`src/etd_pkg.sv`:
```
// constants, register map and types shared by the eeprom timebase divider
package etd_pkg;

    // bus clock and the timebase the divider is meant to produce
    localparam int unsigned CLK_HZ         = 100_000_000;
    localparam int unsigned TICK_PERIOD_US = 35;

    // register byte offsets, one aligned word each
    localparam logic [7:0] OFF_DIV_HIGH    = 8'h00;
    localparam logic [7:0] OFF_DIV_LOW     = 8'h04;
    localparam logic [7:0] OFF_SHADOW_HIGH = 8'h08;
    localparam logic [7:0] OFF_SHADOW_LOW  = 8'h0C;
    localparam logic [7:0] OFF_CONFIG      = 8'h10;
    localparam logic [7:0] OFF_NVM_CTRL    = 8'h14;
    localparam logic [7:0] OFF_STATUS      = 8'h18;

    // field positions
    localparam int unsigned LOCK_DISABLE_BIT = 7;
    localparam int unsigned DIV_HIGH_MSB     = 2;
    localparam int unsigned DIV_W            = 11;
    localparam int unsigned REF_SELECT_BIT   = 0;
    localparam int unsigned LATCH_BIT        = 0;
    localparam int unsigned ERASE_BIT        = 1;
    localparam int unsigned PROGRAM_BIT      = 2;
    localparam int unsigned BUSY_BIT         = 0;
    localparam int unsigned REFUSED_BIT      = 1;
    localparam int unsigned LOADED_BIT       = 2;

    // reset values
    localparam logic [10:0] DIV_RESET        = 11'h000;
    localparam logic        LOCK_DIS_RESET   = 1'b0;
    localparam logic        REF_SELECT_RESET = 1'b0;
    localparam logic [7:0]  ERASED_BYTE      = 8'hFF;

    // number of timebase ticks one erase or program step lasts
    localparam int unsigned NVM_OP_TICKS = 8;

    // load the shadow copy once after reset, then run
    typedef enum logic {
        ETD_ST_LOAD = 1'b0,
        ETD_ST_RUN  = 1'b1
    } etd_state_t;

    typedef enum logic [1:0] {
        ETD_OP_NONE    = 2'b00,
        ETD_OP_ERASE   = 2'b01,
        ETD_OP_PROGRAM = 2'b10
    } etd_op_t;

endpackage : etd_pkg

```
`src/etd_timebase_divider.sv`:
```
// eeprom timebase divider: ahb-lite registers, shadow reload, lock and tick generator
`timescale 1ns/100ps
module etd_timebase_divider #(
    parameter int unsigned OP_TICKS = etd_pkg::NVM_OP_TICKS
) (
    input  wire logic        hclk,
    input  wire logic        hresetn,
    input  wire logic        nvm_por_n,
    input  wire logic        hsel,
    input  wire logic [31:0] haddr,
    input  wire logic [1:0]  htrans,
    input  wire logic        hwrite,
    input  wire logic [2:0]  hsize,
    input  wire logic [31:0] hwdata,
    input  wire logic        hready,
    output logic      [31:0] hrdata,
    output logic             hreadyout,
    output logic             hresp,
    input  wire logic        oscillator_output_clock,
    output logic             timebase_tick,
    output logic             nvm_busy
);

    // word offset of an address, shared by the read and write decoders
    function automatic logic [7:0] reg_offset(input logic [31:0] addr);
        reg_offset = {addr[7:2], 2'b00};
    endfunction : reg_offset

    etd_pkg::etd_state_t state_r;

    logic [10:0] divisor_r;
    logic        lock_disable_r;
    logic        ref_select_r;
    logic        latch_en_r;
    logic        refused_r;
    logic [7:0]  latch_data_r;
    logic        latch_high_r;

    etd_pkg::etd_op_t op_r;
    logic [7:0]  op_ticks_r;
    logic        erase_pulse_r;
    logic        program_pulse_r;
    logic        busy_r;

    logic        wr_pend_r;
    logic [7:0]  wr_off_r;
    logic        rd_pend_r;
    logic [7:0]  rd_off_r;
    logic [31:0] hrdata_r;
    logic        hreadyout_r;

    logic        osc_meta_r;
    logic        osc_sync_r;
    logic        osc_prev_r;
    logic [10:0] count_r;
    logic        tick_r;

    logic [7:0]  shadow_high;
    logic [7:0]  shadow_low;

    logic        accept;
    logic        wr_now;
    logic        div_writable;
    logic        ref_pulse;
    logic [7:0]  wbyte;
    logic [31:0] read_mux;


    etd_shadow_store u_shadow (
        .hclk          (hclk),
        .nvm_por_n     (nvm_por_n),
        .erase_pulse   (erase_pulse_r),
        .program_pulse (program_pulse_r),
        .target_high   (latch_high_r),
        .program_data  (latch_data_r),
        .shadow_high   (shadow_high),
        .shadow_low    (shadow_low)
    );

    // ---------------- bus slave ----------------
    // only whole-word transfers are expected; narrower sizes act on the low byte
    assign accept       = hsel && htrans[1] && hready && (state_r == etd_pkg::ETD_ST_RUN);
    assign wr_now       = wr_pend_r;
    assign wbyte        = hwdata[7:0];
    assign div_writable = !latch_en_r && lock_disable_r;

    always_ff @(posedge hclk or negedge hresetn) begin
        if (!hresetn) begin
            wr_pend_r <= 1'b0;
            wr_off_r  <= 8'h00;
        end else begin
            wr_pend_r <= accept && hwrite;
            wr_off_r  <= reg_offset(haddr);
        end
    end

    // reads take one wait state so a write in the previous data phase is seen
    always_ff @(posedge hclk or negedge hresetn) begin
        if (!hresetn) begin
            rd_pend_r   <= 1'b0;
            rd_off_r    <= 8'h00;
            hrdata_r    <= 32'h0000_0000;
            hreadyout_r <= 1'b0;
        end else if (state_r == etd_pkg::ETD_ST_LOAD) begin
            hreadyout_r <= 1'b1;
        end else if (accept && !hwrite) begin
            rd_pend_r   <= 1'b1;
            rd_off_r    <= reg_offset(haddr);
            hreadyout_r <= 1'b0;
        end else if (rd_pend_r) begin
            rd_pend_r   <= 1'b0;
            hrdata_r    <= read_mux;
            hreadyout_r <= 1'b1;
        end
    end

    always_comb begin
        read_mux = 32'h0000_0000;
        case (rd_off_r)
            etd_pkg::OFF_DIV_HIGH: begin
                read_mux[etd_pkg::LOCK_DISABLE_BIT]   = lock_disable_r;
                read_mux[etd_pkg::DIV_HIGH_MSB:0]     = divisor_r[10:8];
            end
            etd_pkg::OFF_DIV_LOW: begin
                read_mux[7:0] = divisor_r[7:0];
            end
            etd_pkg::OFF_SHADOW_HIGH: begin
                read_mux[7:0] = shadow_high;
            end
            etd_pkg::OFF_SHADOW_LOW: begin
                read_mux[7:0] = shadow_low;
            end
            etd_pkg::OFF_CONFIG: begin
                read_mux[etd_pkg::REF_SELECT_BIT] = ref_select_r;
            end
            etd_pkg::OFF_NVM_CTRL: begin
                read_mux[etd_pkg::LATCH_BIT]   = latch_en_r;
                read_mux[etd_pkg::ERASE_BIT]   = (op_r == etd_pkg::ETD_OP_ERASE);
                read_mux[etd_pkg::PROGRAM_BIT] = (op_r == etd_pkg::ETD_OP_PROGRAM);
            end
            etd_pkg::OFF_STATUS: begin
                read_mux[etd_pkg::BUSY_BIT]    = (op_r != etd_pkg::ETD_OP_NONE);
                read_mux[etd_pkg::REFUSED_BIT] = refused_r;
                read_mux[etd_pkg::LOADED_BIT]  = (state_r == etd_pkg::ETD_ST_RUN);
            end
            default: begin
                read_mux = 32'h0000_0000;
            end
        endcase
    end

    // ---------------- reload from shadow, divisor and lock ----------------
    // the async reset only sets constants; the shadow copy is taken on the
    // first edge after release, and the bus is held off until then
    always_ff @(posedge hclk or negedge hresetn) begin
        if (!hresetn) begin
            state_r <= etd_pkg::ETD_ST_LOAD;
        end else begin
            case (state_r)
                etd_pkg::ETD_ST_LOAD: state_r <= etd_pkg::ETD_ST_RUN;
                etd_pkg::ETD_ST_RUN:  state_r <= etd_pkg::ETD_ST_RUN;
                default:              state_r <= etd_pkg::ETD_ST_LOAD;
            endcase
        end
    end

    always_ff @(posedge hclk or negedge hresetn) begin
        if (!hresetn) begin
            divisor_r      <= etd_pkg::DIV_RESET;
            lock_disable_r <= etd_pkg::LOCK_DIS_RESET;
        end else if (state_r == etd_pkg::ETD_ST_LOAD) begin
            divisor_r      <= {shadow_high[etd_pkg::DIV_HIGH_MSB:0], shadow_low};
            lock_disable_r <= shadow_high[etd_pkg::LOCK_DISABLE_BIT];
        end else if (wr_now && div_writable) begin
            if (wr_off_r == etd_pkg::OFF_DIV_HIGH) begin
                divisor_r[10:8] <= wbyte[etd_pkg::DIV_HIGH_MSB:0];
                // once cleared the bit itself is locked as well
                lock_disable_r  <= wbyte[etd_pkg::LOCK_DISABLE_BIT];
            end else if (wr_off_r == etd_pkg::OFF_DIV_LOW) begin
                divisor_r[7:0] <= wbyte;
            end
        end
    end

    always_ff @(posedge hclk or negedge hresetn) begin
        if (!hresetn) begin
            ref_select_r <= etd_pkg::REF_SELECT_RESET;
        end else if (wr_now && wr_off_r == etd_pkg::OFF_CONFIG) begin
            ref_select_r <= wbyte[etd_pkg::REF_SELECT_BIT];
        end
    end

    // ---------------- shadow erase and program ----------------
    always_ff @(posedge hclk or negedge hresetn) begin
        if (!hresetn) begin
            latch_en_r <= 1'b0;
        end else if (wr_now && wr_off_r == etd_pkg::OFF_NVM_CTRL && op_r == etd_pkg::ETD_OP_NONE) begin
            latch_en_r <= wbyte[etd_pkg::LATCH_BIT];
        end
    end

    // shadow writes only capture data while the latch is open and unlocked
    always_ff @(posedge hclk or negedge hresetn) begin
        if (!hresetn) begin
            latch_data_r <= etd_pkg::ERASED_BYTE;
            latch_high_r <= 1'b0;
        end else if (wr_now && latch_en_r && lock_disable_r && op_r == etd_pkg::ETD_OP_NONE) begin
            if (wr_off_r == etd_pkg::OFF_SHADOW_HIGH) begin
                latch_data_r <= wbyte;
                latch_high_r <= 1'b1;
            end else if (wr_off_r == etd_pkg::OFF_SHADOW_LOW) begin
                latch_data_r <= wbyte;
                latch_high_r <= 1'b0;
            end
        end
    end

    logic op_request;
    assign op_request = wr_now && wr_off_r == etd_pkg::OFF_NVM_CTRL && latch_en_r
                        && op_r == etd_pkg::ETD_OP_NONE
                        && (wbyte[etd_pkg::ERASE_BIT] || wbyte[etd_pkg::PROGRAM_BIT]);

    // the step lasts a fixed number of timebase ticks, so a zero divisor stalls it
    always_ff @(posedge hclk or negedge hresetn) begin
        if (!hresetn) begin
            op_r            <= etd_pkg::ETD_OP_NONE;
            op_ticks_r      <= 8'h00;
            erase_pulse_r   <= 1'b0;
            program_pulse_r <= 1'b0;
            busy_r          <= 1'b0;
        end else begin
            erase_pulse_r   <= 1'b0;
            program_pulse_r <= 1'b0;
            if (op_request && lock_disable_r) begin
                op_r       <= wbyte[etd_pkg::ERASE_BIT] ? etd_pkg::ETD_OP_ERASE
                                                        : etd_pkg::ETD_OP_PROGRAM;
                op_ticks_r <= 8'h00;
                busy_r     <= 1'b1;
            end else if (op_r != etd_pkg::ETD_OP_NONE && tick_r) begin
                if (op_ticks_r == 8'(OP_TICKS - 1)) begin
                    erase_pulse_r   <= (op_r == etd_pkg::ETD_OP_ERASE);
                    program_pulse_r <= (op_r == etd_pkg::ETD_OP_PROGRAM);
                    op_r            <= etd_pkg::ETD_OP_NONE;
                    busy_r          <= 1'b0;
                end else begin
                    op_ticks_r <= op_ticks_r + 8'h01;
                end
            end
        end
    end

    // refusal is sticky; a new refusal in the clearing cycle wins
    always_ff @(posedge hclk or negedge hresetn) begin
        if (!hresetn) begin
            refused_r <= 1'b0;
        end else if (op_request && !lock_disable_r) begin
            refused_r <= 1'b1;
        end else if (wr_now && wr_off_r == etd_pkg::OFF_STATUS && wbyte[etd_pkg::REFUSED_BIT]) begin
            refused_r <= 1'b0;
        end
    end

    // ---------------- reference and divider ----------------
    // the oscillator is foreign to hclk; only the synced copy is edge-detected,
    // which limits it to well under half of hclk
    always_ff @(posedge hclk or negedge hresetn) begin
        if (!hresetn) begin
            osc_meta_r <= 1'b0;
            osc_sync_r <= 1'b0;
            osc_prev_r <= 1'b0;
        end else begin
            osc_meta_r <= oscillator_output_clock;
            osc_sync_r <= osc_meta_r;
            osc_prev_r <= osc_sync_r;
        end
    end

    assign ref_pulse = ref_select_r ? 1'b1 : (osc_sync_r && !osc_prev_r);

    always_ff @(posedge hclk or negedge hresetn) begin
        if (!hresetn) begin
            count_r <= 11'h000;
            tick_r  <= 1'b0;
        end else begin
            tick_r <= 1'b0;
            if (divisor_r == 11'h000) begin
                count_r <= 11'h000;
            end else if (ref_pulse) begin
                if (count_r >= divisor_r - 11'h001) begin
                    count_r <= 11'h000;
                    tick_r  <= 1'b1;
                end else begin
                    count_r <= count_r + 11'h001;
                end
            end
        end
    end

    assign hrdata        = hrdata_r;
    assign hreadyout     = hreadyout_r;
    assign hresp         = 1'b0;
    assign timebase_tick = tick_r;
    // busy flop tracks op_r edge for edge so the pin stays glitch free
    assign nvm_busy      = busy_r;

endmodule : etd_timebase_divider

```
`src/etd_shadow_store.sv`:
```
// nonvolatile shadow bytes holding the divisor and lock bit across system resets
`timescale 1ns/100ps
module etd_shadow_store (
    input  wire logic       hclk,
    input  wire logic       nvm_por_n,
    input  wire logic       erase_pulse,
    input  wire logic       program_pulse,
    input  wire logic       target_high,
    input  wire logic [7:0] program_data,
    output logic      [7:0] shadow_high,
    output logic      [7:0] shadow_low
);

    logic [7:0] cell_r [2];

    // index 0 is the low shadow, index 1 the high shadow
    for (genvar g = 0; g < 2; g++) begin : g_cell
        logic hit;
        assign hit = (target_high == 1'(g));
        // every nvm_por_n assertion loads the erased byte; system reset does not touch it
        always_ff @(posedge hclk or negedge nvm_por_n) begin
            if (!nvm_por_n) begin
                cell_r[g] <= etd_pkg::ERASED_BYTE;
            end else if (erase_pulse && hit) begin
                cell_r[g] <= etd_pkg::ERASED_BYTE;
            end else if (program_pulse && hit) begin
                // programming can only pull bits from 1 to 0
                cell_r[g] <= cell_r[g] & program_data;
            end
        end
    end

    assign shadow_low  = cell_r[0];
    assign shadow_high = cell_r[1];

endmodule : etd_shadow_store

```
`config.mk`:
```
export PLATFORM = sky130hd
export DESIGN_NAME = etd_timebase_divider
export DESIGN_NICKNAME = d
export VERILOG_FILES = /design/src/etd_pkg.sv /design/src/etd_timebase_divider.sv /design/src/etd_shadow_store.sv
export SDC_FILE = /design/constraint.sdc
export NUM_CORES = 1
export LEC_CHECK = 0
export BUFFER_PORTS_ARGS = -buffer_cell sky130_fd_sc_hd__buf_2
export CORE_MARGIN = 2
export CORE_UTILIZATION = 35
export CTS_CLUSTER_SIZE = 40
export DETAILED_ROUTE_END_ITERATION = 10
export PLACE_DENSITY = 0.6
export SLEW_MARGIN = 20
export SYNTH_ARGS = -nofsm -noshare
export SYNTH_HDL_FRONTEND = slang
export SYNTH_SLANG_ARGS = --single-unit
```
`constraint.sdc`:
```
create_clock -name hclk -period 4.6 [get_ports hclk]
set_clock_uncertainty 0.05 [all_clocks]
set_input_delay 0.92 -clock hclk [delete_from_list [all_inputs] [get_ports hclk]]
set_output_delay 0.92 -clock hclk [all_outputs]
set_load 0.01 [all_outputs]
```
# --- Yosys cells after proc, flatten, opt, wreduce, memory -nomap -nowiden ---
# Index checks and enable logic that the tools add are counted.
classes:
  n_addsub: 3
  magnitude_cmp: 1
  n_eq_ne: 21
  n_reduce_logical: 50
  n_mux: 49
  n_bitwise: 4
ops:
  columns: ["operator", "n"]
  rows:
  - ["8-bit two-way mux", 11]
  - ["11-bit two-way mux", 5]
  - ["6-bit by 3-bit equality test with 1-bit output (second input constant)", 6]
  - ["1-bit logical AND", 26]
  - ["6-bit by 2-bit equality test with 1-bit output (second input constant)", 4]
  - ["1-bit two-way mux", 24]
  - ["8-bit AND", 2]
  - ["8-bit zero test", 2]
  - ["2-bit nonzero test", 8]
  - ["6-bit by 1-bit equality test with 1-bit output (second input constant)", 2]
  - ["2-bit case mux with 6 select lines", 1]
  - ["4-bit case mux with 3 select lines", 1]
  - ["11-bit by 1-bit adder with 11-bit output (second input constant)", 1]
  - ["11-bit >= comparator", 1]
  - ["11-bit zero test", 1]
  - ["11-bit by 1-bit subtractor with 11-bit output (second input constant)", 1]
  - ["2-bit AND reduction", 5]
  - ["8-bit by 1-bit adder with 8-bit output (second input constant)", 1]
  - ["8-bit by 3-bit equality test with 1-bit output (second input constant)", 1]
  - ["2-bit two-way mux", 4]
  - ["1-bit case mux with 7 select lines", 1]
  - ["2-bit by 1-bit != test with 1-bit output (second input constant)", 3]
  - ["3-bit AND reduction", 2]
  - ["1-bit zero test", 4]
  - ["other kinds (9)", 11]
word_totals:
  ff_bits: 92
  out_inout_bits: 36
  elab_cells: 155
  in_bits: 76

# --- Depth between registers and ports, before layout ---
logic_depth:
  ltp_word: 8
  mapped_depth: 12
  mapped_depth_nobuf: 11

# --- By module ---
# Synthesis repeated with hierarchy kept, for this count alone.
hier_totals:
  cells_unflattened: 464
  area_unflattened_um2: 4825.9
by_module_without_submodules:
  columns: ["module", "seq_area_each_um2", "area_each_um2", "instances", "cells_each"]
  rows:
  - ["etd_timebase_divider", 1911.8, 4085.2, 1, 402]
  - ["etd_shadow_store", 420.4, 740.7, 1, 62]

# --- Worst setup path after synthesis ---
# Ideal clock, no wire load.
synth_path:
  kind: "register -> register"
  from: "reg divisor_r[7]"
  to: "reg count_r[10]"
  slack_ns: 1.970
  t_required_ns: 4.468
  setup_ns: 0.082
  arrival_ns: 2.498
  path_stages_with_launch: 11
  n_path_buf: 1
  period_less_slack_ns: 2.630
  cell_sequence: "dfrtp_1 or3_4 nor4_1 xnor2_1 ha_1 a21oi_1 nand2_1 a221oi_4 buf_6 nand3_1 a31oi_1"
synth_between:
  elab_chain_cells: 5
  elab_cells_between_ends: 7
  cone_classes: "add/sub: 1; order compare: 1; mux: 3; reduce/logical: 2"
synth_rtl:
  columns: ["item", "line_no", "rtl"]
  rows:
  - ["start: declaration", "etd_timebase_divider.sv:31", "logic [10:0] divisor_r;"]
  - ["start signal: assignment", "etd_timebase_divider.sv:169", "divisor_r <= etd_pkg::DIV_RESET;"]
  - ["start signal: assignment", "etd_timebase_divider.sv:172", "divisor_r <= {shadow_high[etd_pkg::DIV_HIGH_MSB:0], shadow_low};"]
  - ["start signal: assignment", "etd_timebase_divider.sv:180", "divisor_r[7:0] <= wbyte;"]
  - ["11-bit by 1-bit subtractor with 11-bit output", "etd_timebase_divider.sv:289", "if (count_r >= divisor_r - 11'h001) begin"]
  - ["11-bit >= comparator", "etd_timebase_divider.sv:289", null]
  - ["11-bit two-way mux", "etd_timebase_divider.sv:289", null]
  - ["11-bit two-way mux", "etd_timebase_divider.sv:288", "end else if (ref_pulse) begin"]
  - ["11-bit two-way mux", "etd_timebase_divider.sv:286", "if (divisor_r == 11'h000) begin"]
  - ["end signal: assignment", "etd_timebase_divider.sv:293", "count_r <= count_r + 11'h001;"]
  - ["end: declaration", "etd_timebase_divider.sv:55", "logic [10:0] count_r;"]
# Several ways; a longest one is shown, not always the timed one. The select of a mux whose other input is x is not followed.
# A chain may end at the register's enable or synchronous reset.

# --- Worst setup path after layout ---
layout_path:
  from: "reg divisor_r[7]"
  to: "reg count_r[9]"
# The elaborated chain is that of the path after synthesis.

==> results.md <==
* Achievable Freq at 0.307 GHz
* Vias in the first global route at 3416
* YS warnings at 0
* # diodes at 0
* # rows at 42
* Min-delay src: osc_meta_r$_DFF_PN0_
* Worst-skew pair later-pin latency at 0.34 ns
* Die Footprint at 14500 um^2
* Pins Over Slew Limit at 0
* Largest delay share family, worst path: compound AO/OA/AOI/OAI gates
* Largest net degree at the start of global routing at 77
* Via count at 3433
* Async set-reset flop share out of synthesis at 100%
* Post-DP HPWL at 7590 um
* VDD IR max at 0.000155 V
* Initial antenna violation count at 0
* Average size of a mapped cell at 10.4 um^2
* Synth Flop Type: dfrtp_1
* H-tree depth at 3
* Yosys cell types at 53
* Gate Count Post-Synth at 456
* Worst Setup End Kind: flop
* GRT overflow at 0
* Die W at 121 um
* Area leader, netlist: dfrtp_1
* Initial Util at 35.9%
* P per Cell Area at 397 nW/um^2
* Worst Path Arrival at 3.43 ns
* Routed Antenna Nets at 0
* I/O Pins at 112
* # fillers at 1287
* Clock buffer depth at 2
* Max-slew headroom at 34.4%
* RR Startpoint: divisor_r[7]$_DFFE_PN0P_
* Max-cap viol count at 0
* DRC at 0
* WHS Endpoint: osc_sync_r$_DFF_PN0_
* Core ar. at 13200 um^2
* R2R depth at 9
* RePlAce Congestion at 0.837
* CTS tree: yes
* Area Growth Syn to Fin at 11.5%
* Post-synth EDFFs at 0
* TNS Setup at 0 ns
* LEAKAGE at 2.38 nW
* I/O Buffers at 32
* Inst Count DP at 652
* All-Layer GR Usage at 15.1%
* Fin crit share at 70.7%
* Measured slew at the worst slew-check pin at 0.984 ns
* Worst setup SP type: flop
* CTS resizes at 0
* Most common cell in the netlist: dfrtp_1
* CP Max Fanout at 17
* Final Non-Filler Cells at 668
* Die Height at 121 um
* Reg-to-reg critical path endpoint: count_r[9]$_DFFE_PN0P_
* Vias per std cell at 5.14
* DRT iter0 DRCs at 236
* Hold Path Stages at 0
* Final nets at 577
* CTS Buf Count at 9
* Post-synth top area share at 35.8%
* Routed wire length at 10400 um
* FF+latch count, synth at 92
* Status: completed
* Hold_buf cts at 0
* Crit path buf inv count at 0
* CP max-delay cell: a221oi_4
* Fin Hold WS at 0.301 ns
* Layout cell share with drive strength beyond 1 at 22.2%
* Worst path cell trace: or3_4, nor4_1, xnor2_1, ha_1, a21oi_1, nand2_1, a221oi_4, nand3_2, o41ai_2
* Mapped cell area at 4760 um^2
* Wire per inst at 15.5 um
* Drt first pass iters at 4
* Worst path max stage delay at 0.69 ns
* Tmin final at 3.25 ns
* CTS root buf: clkbuf_16
* Hold Crit Class: reg -> reg
* R2R setup slack at 1.35 ns
* First-pass GRT wire length at 17400 um
* Clk sinks at 92
* Final setup vio count at 0
* Post-CTS setup buffers at 0
* Top cells by area, synth: dfrtp_1 36%, dfstp_2 13%, mux2_2 4.7%
* Commonest cells in the netlist: 68 x dfrtp_1, 49 x nand2_1, 36 x nor2_1
* Fin. Hold Viols at 0
* RSZ-0062 raised after global routing: false
* Seq/Total Area, Yosys at 49.0%
* Data required, critical path at 4.78 ns
* Critical path type: reg -> reg
* Clock transition at path regs at 0.06 ns
-- worst max path at each step --
stage                                   from                       to  slack (ns)  cells past startpoint
floorplan           divisor_r[7]$_DFFE_PN0P_  count_r[10]$_DFFE_PN0P_        1.97                     10
global placement    divisor_r[7]$_DFFE_PN0P_   count_r[9]$_DFFE_PN0P_        1.48                      9
detailed placement  divisor_r[7]$_DFFE_PN0P_   count_r[9]$_DFFE_PN0P_        1.39                      9
CTS                 divisor_r[7]$_DFFE_PN0P_   count_r[9]$_DFFE_PN0P_        1.37                      9
global route        divisor_r[0]$_DFFE_PN0P_   count_r[9]$_DFFE_PN0P_        1.11                     11
finish              divisor_r[7]$_DFFE_PN0P_   count_r[9]$_DFFE_PN0P_        1.35                      9
-- placed cells by master, fill, tap and decap left out, types with 6 or more instances in the layout --
cell type / instances
ha_1: 14
a21oi_1: 25
nand3_1: 17
buf_2: 31
nand4_1: 10
inv_1: 14
o21ai_0: 29
mux2i_1: 18
dfstp_2: 24
conb_1: 26
nor3_1: 6
xnor2_1: 10
dfrtp_1: 68
nor2_1: 36
clkbuf_16: 9
a31oi_1: 8
mux2_2: 20
nand2_1: 49
a22o_1: 10
-- stage by stage --
step | power, mW | cell area, um^2 | utilization (%) | worst slack [ns]
6_report | 2.10 | 5310 | 40.1 | 1.35
3_3_place_gp | 1.33 | 4990 | 37.7 | 1.48
5_1_grt | 2.22 | 5310 | 40.1 | 1.11
4_1_cts | 2.13 | 5310 | 40.1 | 1.37
3_5_place_dp | 1.35 | 4990 | 37.7 | 1.39
2_1_floorplan | 1.26 | 4850 | - | 1.97
-- worst register-to-register path: cells and delay by family (launching register included) --
kind | cells | cell delay, ns
xor+xnor | 1 | 0.18
compound gates | 3 | 1.13
fa+ha+maj | 1 | 0.29
flops | 1 | 0.45
simple gates | 4 | 1.05
-- cell families (layout without fill, tap and decap cells) --
kind of cell / count (synthesis) / count (layout) / share of synthesized area [%]
fa+ha+maj: 14 / 14 / 3.68
mux: 40 / 40 / 9.47
compound gates: 91 / 91 / 12.2
buf+inv: 51 / 63 / 6.36
flops: 92 / 92 / 49.0
xor+xnor: 15 / 15 / 2.76
simple gates: 151 / 151 / 16.4
other cells: 2 / 26 / 0.158
-- final cells by class --
type	count	area (um^2)	share of cell area (%)
clock buffer	11	253	4.76
clock inverter	5	65.1	1.23
multi-input combinational	337	2210	41.7
sequential	92	2330	44.0
tap	176	220	4.15
inverter	14	52.6	0.990
timing repair buffer	33	170	3.21
-- power breakdown --
| group | total (mW) | internal, mW | switching (mW) |
|---|---|---|---|
| Sequential | 1.01 | 0.893 | 0.115 |
| Combinational | 0.327 | 0.147 | 0.179 |
| Clock | 0.769 | 0.457 | 0.313 |
-- flip-flops by register name, summed over array words and instances (netlist names), 2 cells and up --
register,flops
u_shadow.shadow_high,8
u_shadow.shadow_low,8
hrdata,8
latch_data_r,8
rd_off_r,6
op_r,2
count_r,11
wr_off_r,6
divisor_r,11
op_ticks_r,8
-- routing by layer --
metal / part of all wire, % / track usage, % / vias up / wire length, um
met5: 0 / 0 / - / 0
met4: 1.6 / 5.45 / 0 / 171
met3: 3.3 / 2.74 / 13 / 347
met2: 47 / 24.0 / 65 / 4910
met1: 48 / 20.8 / 1716 / 4950
li1: - / - / 1639 / -
Note: power is estimated with default switching activity, not from simulation.
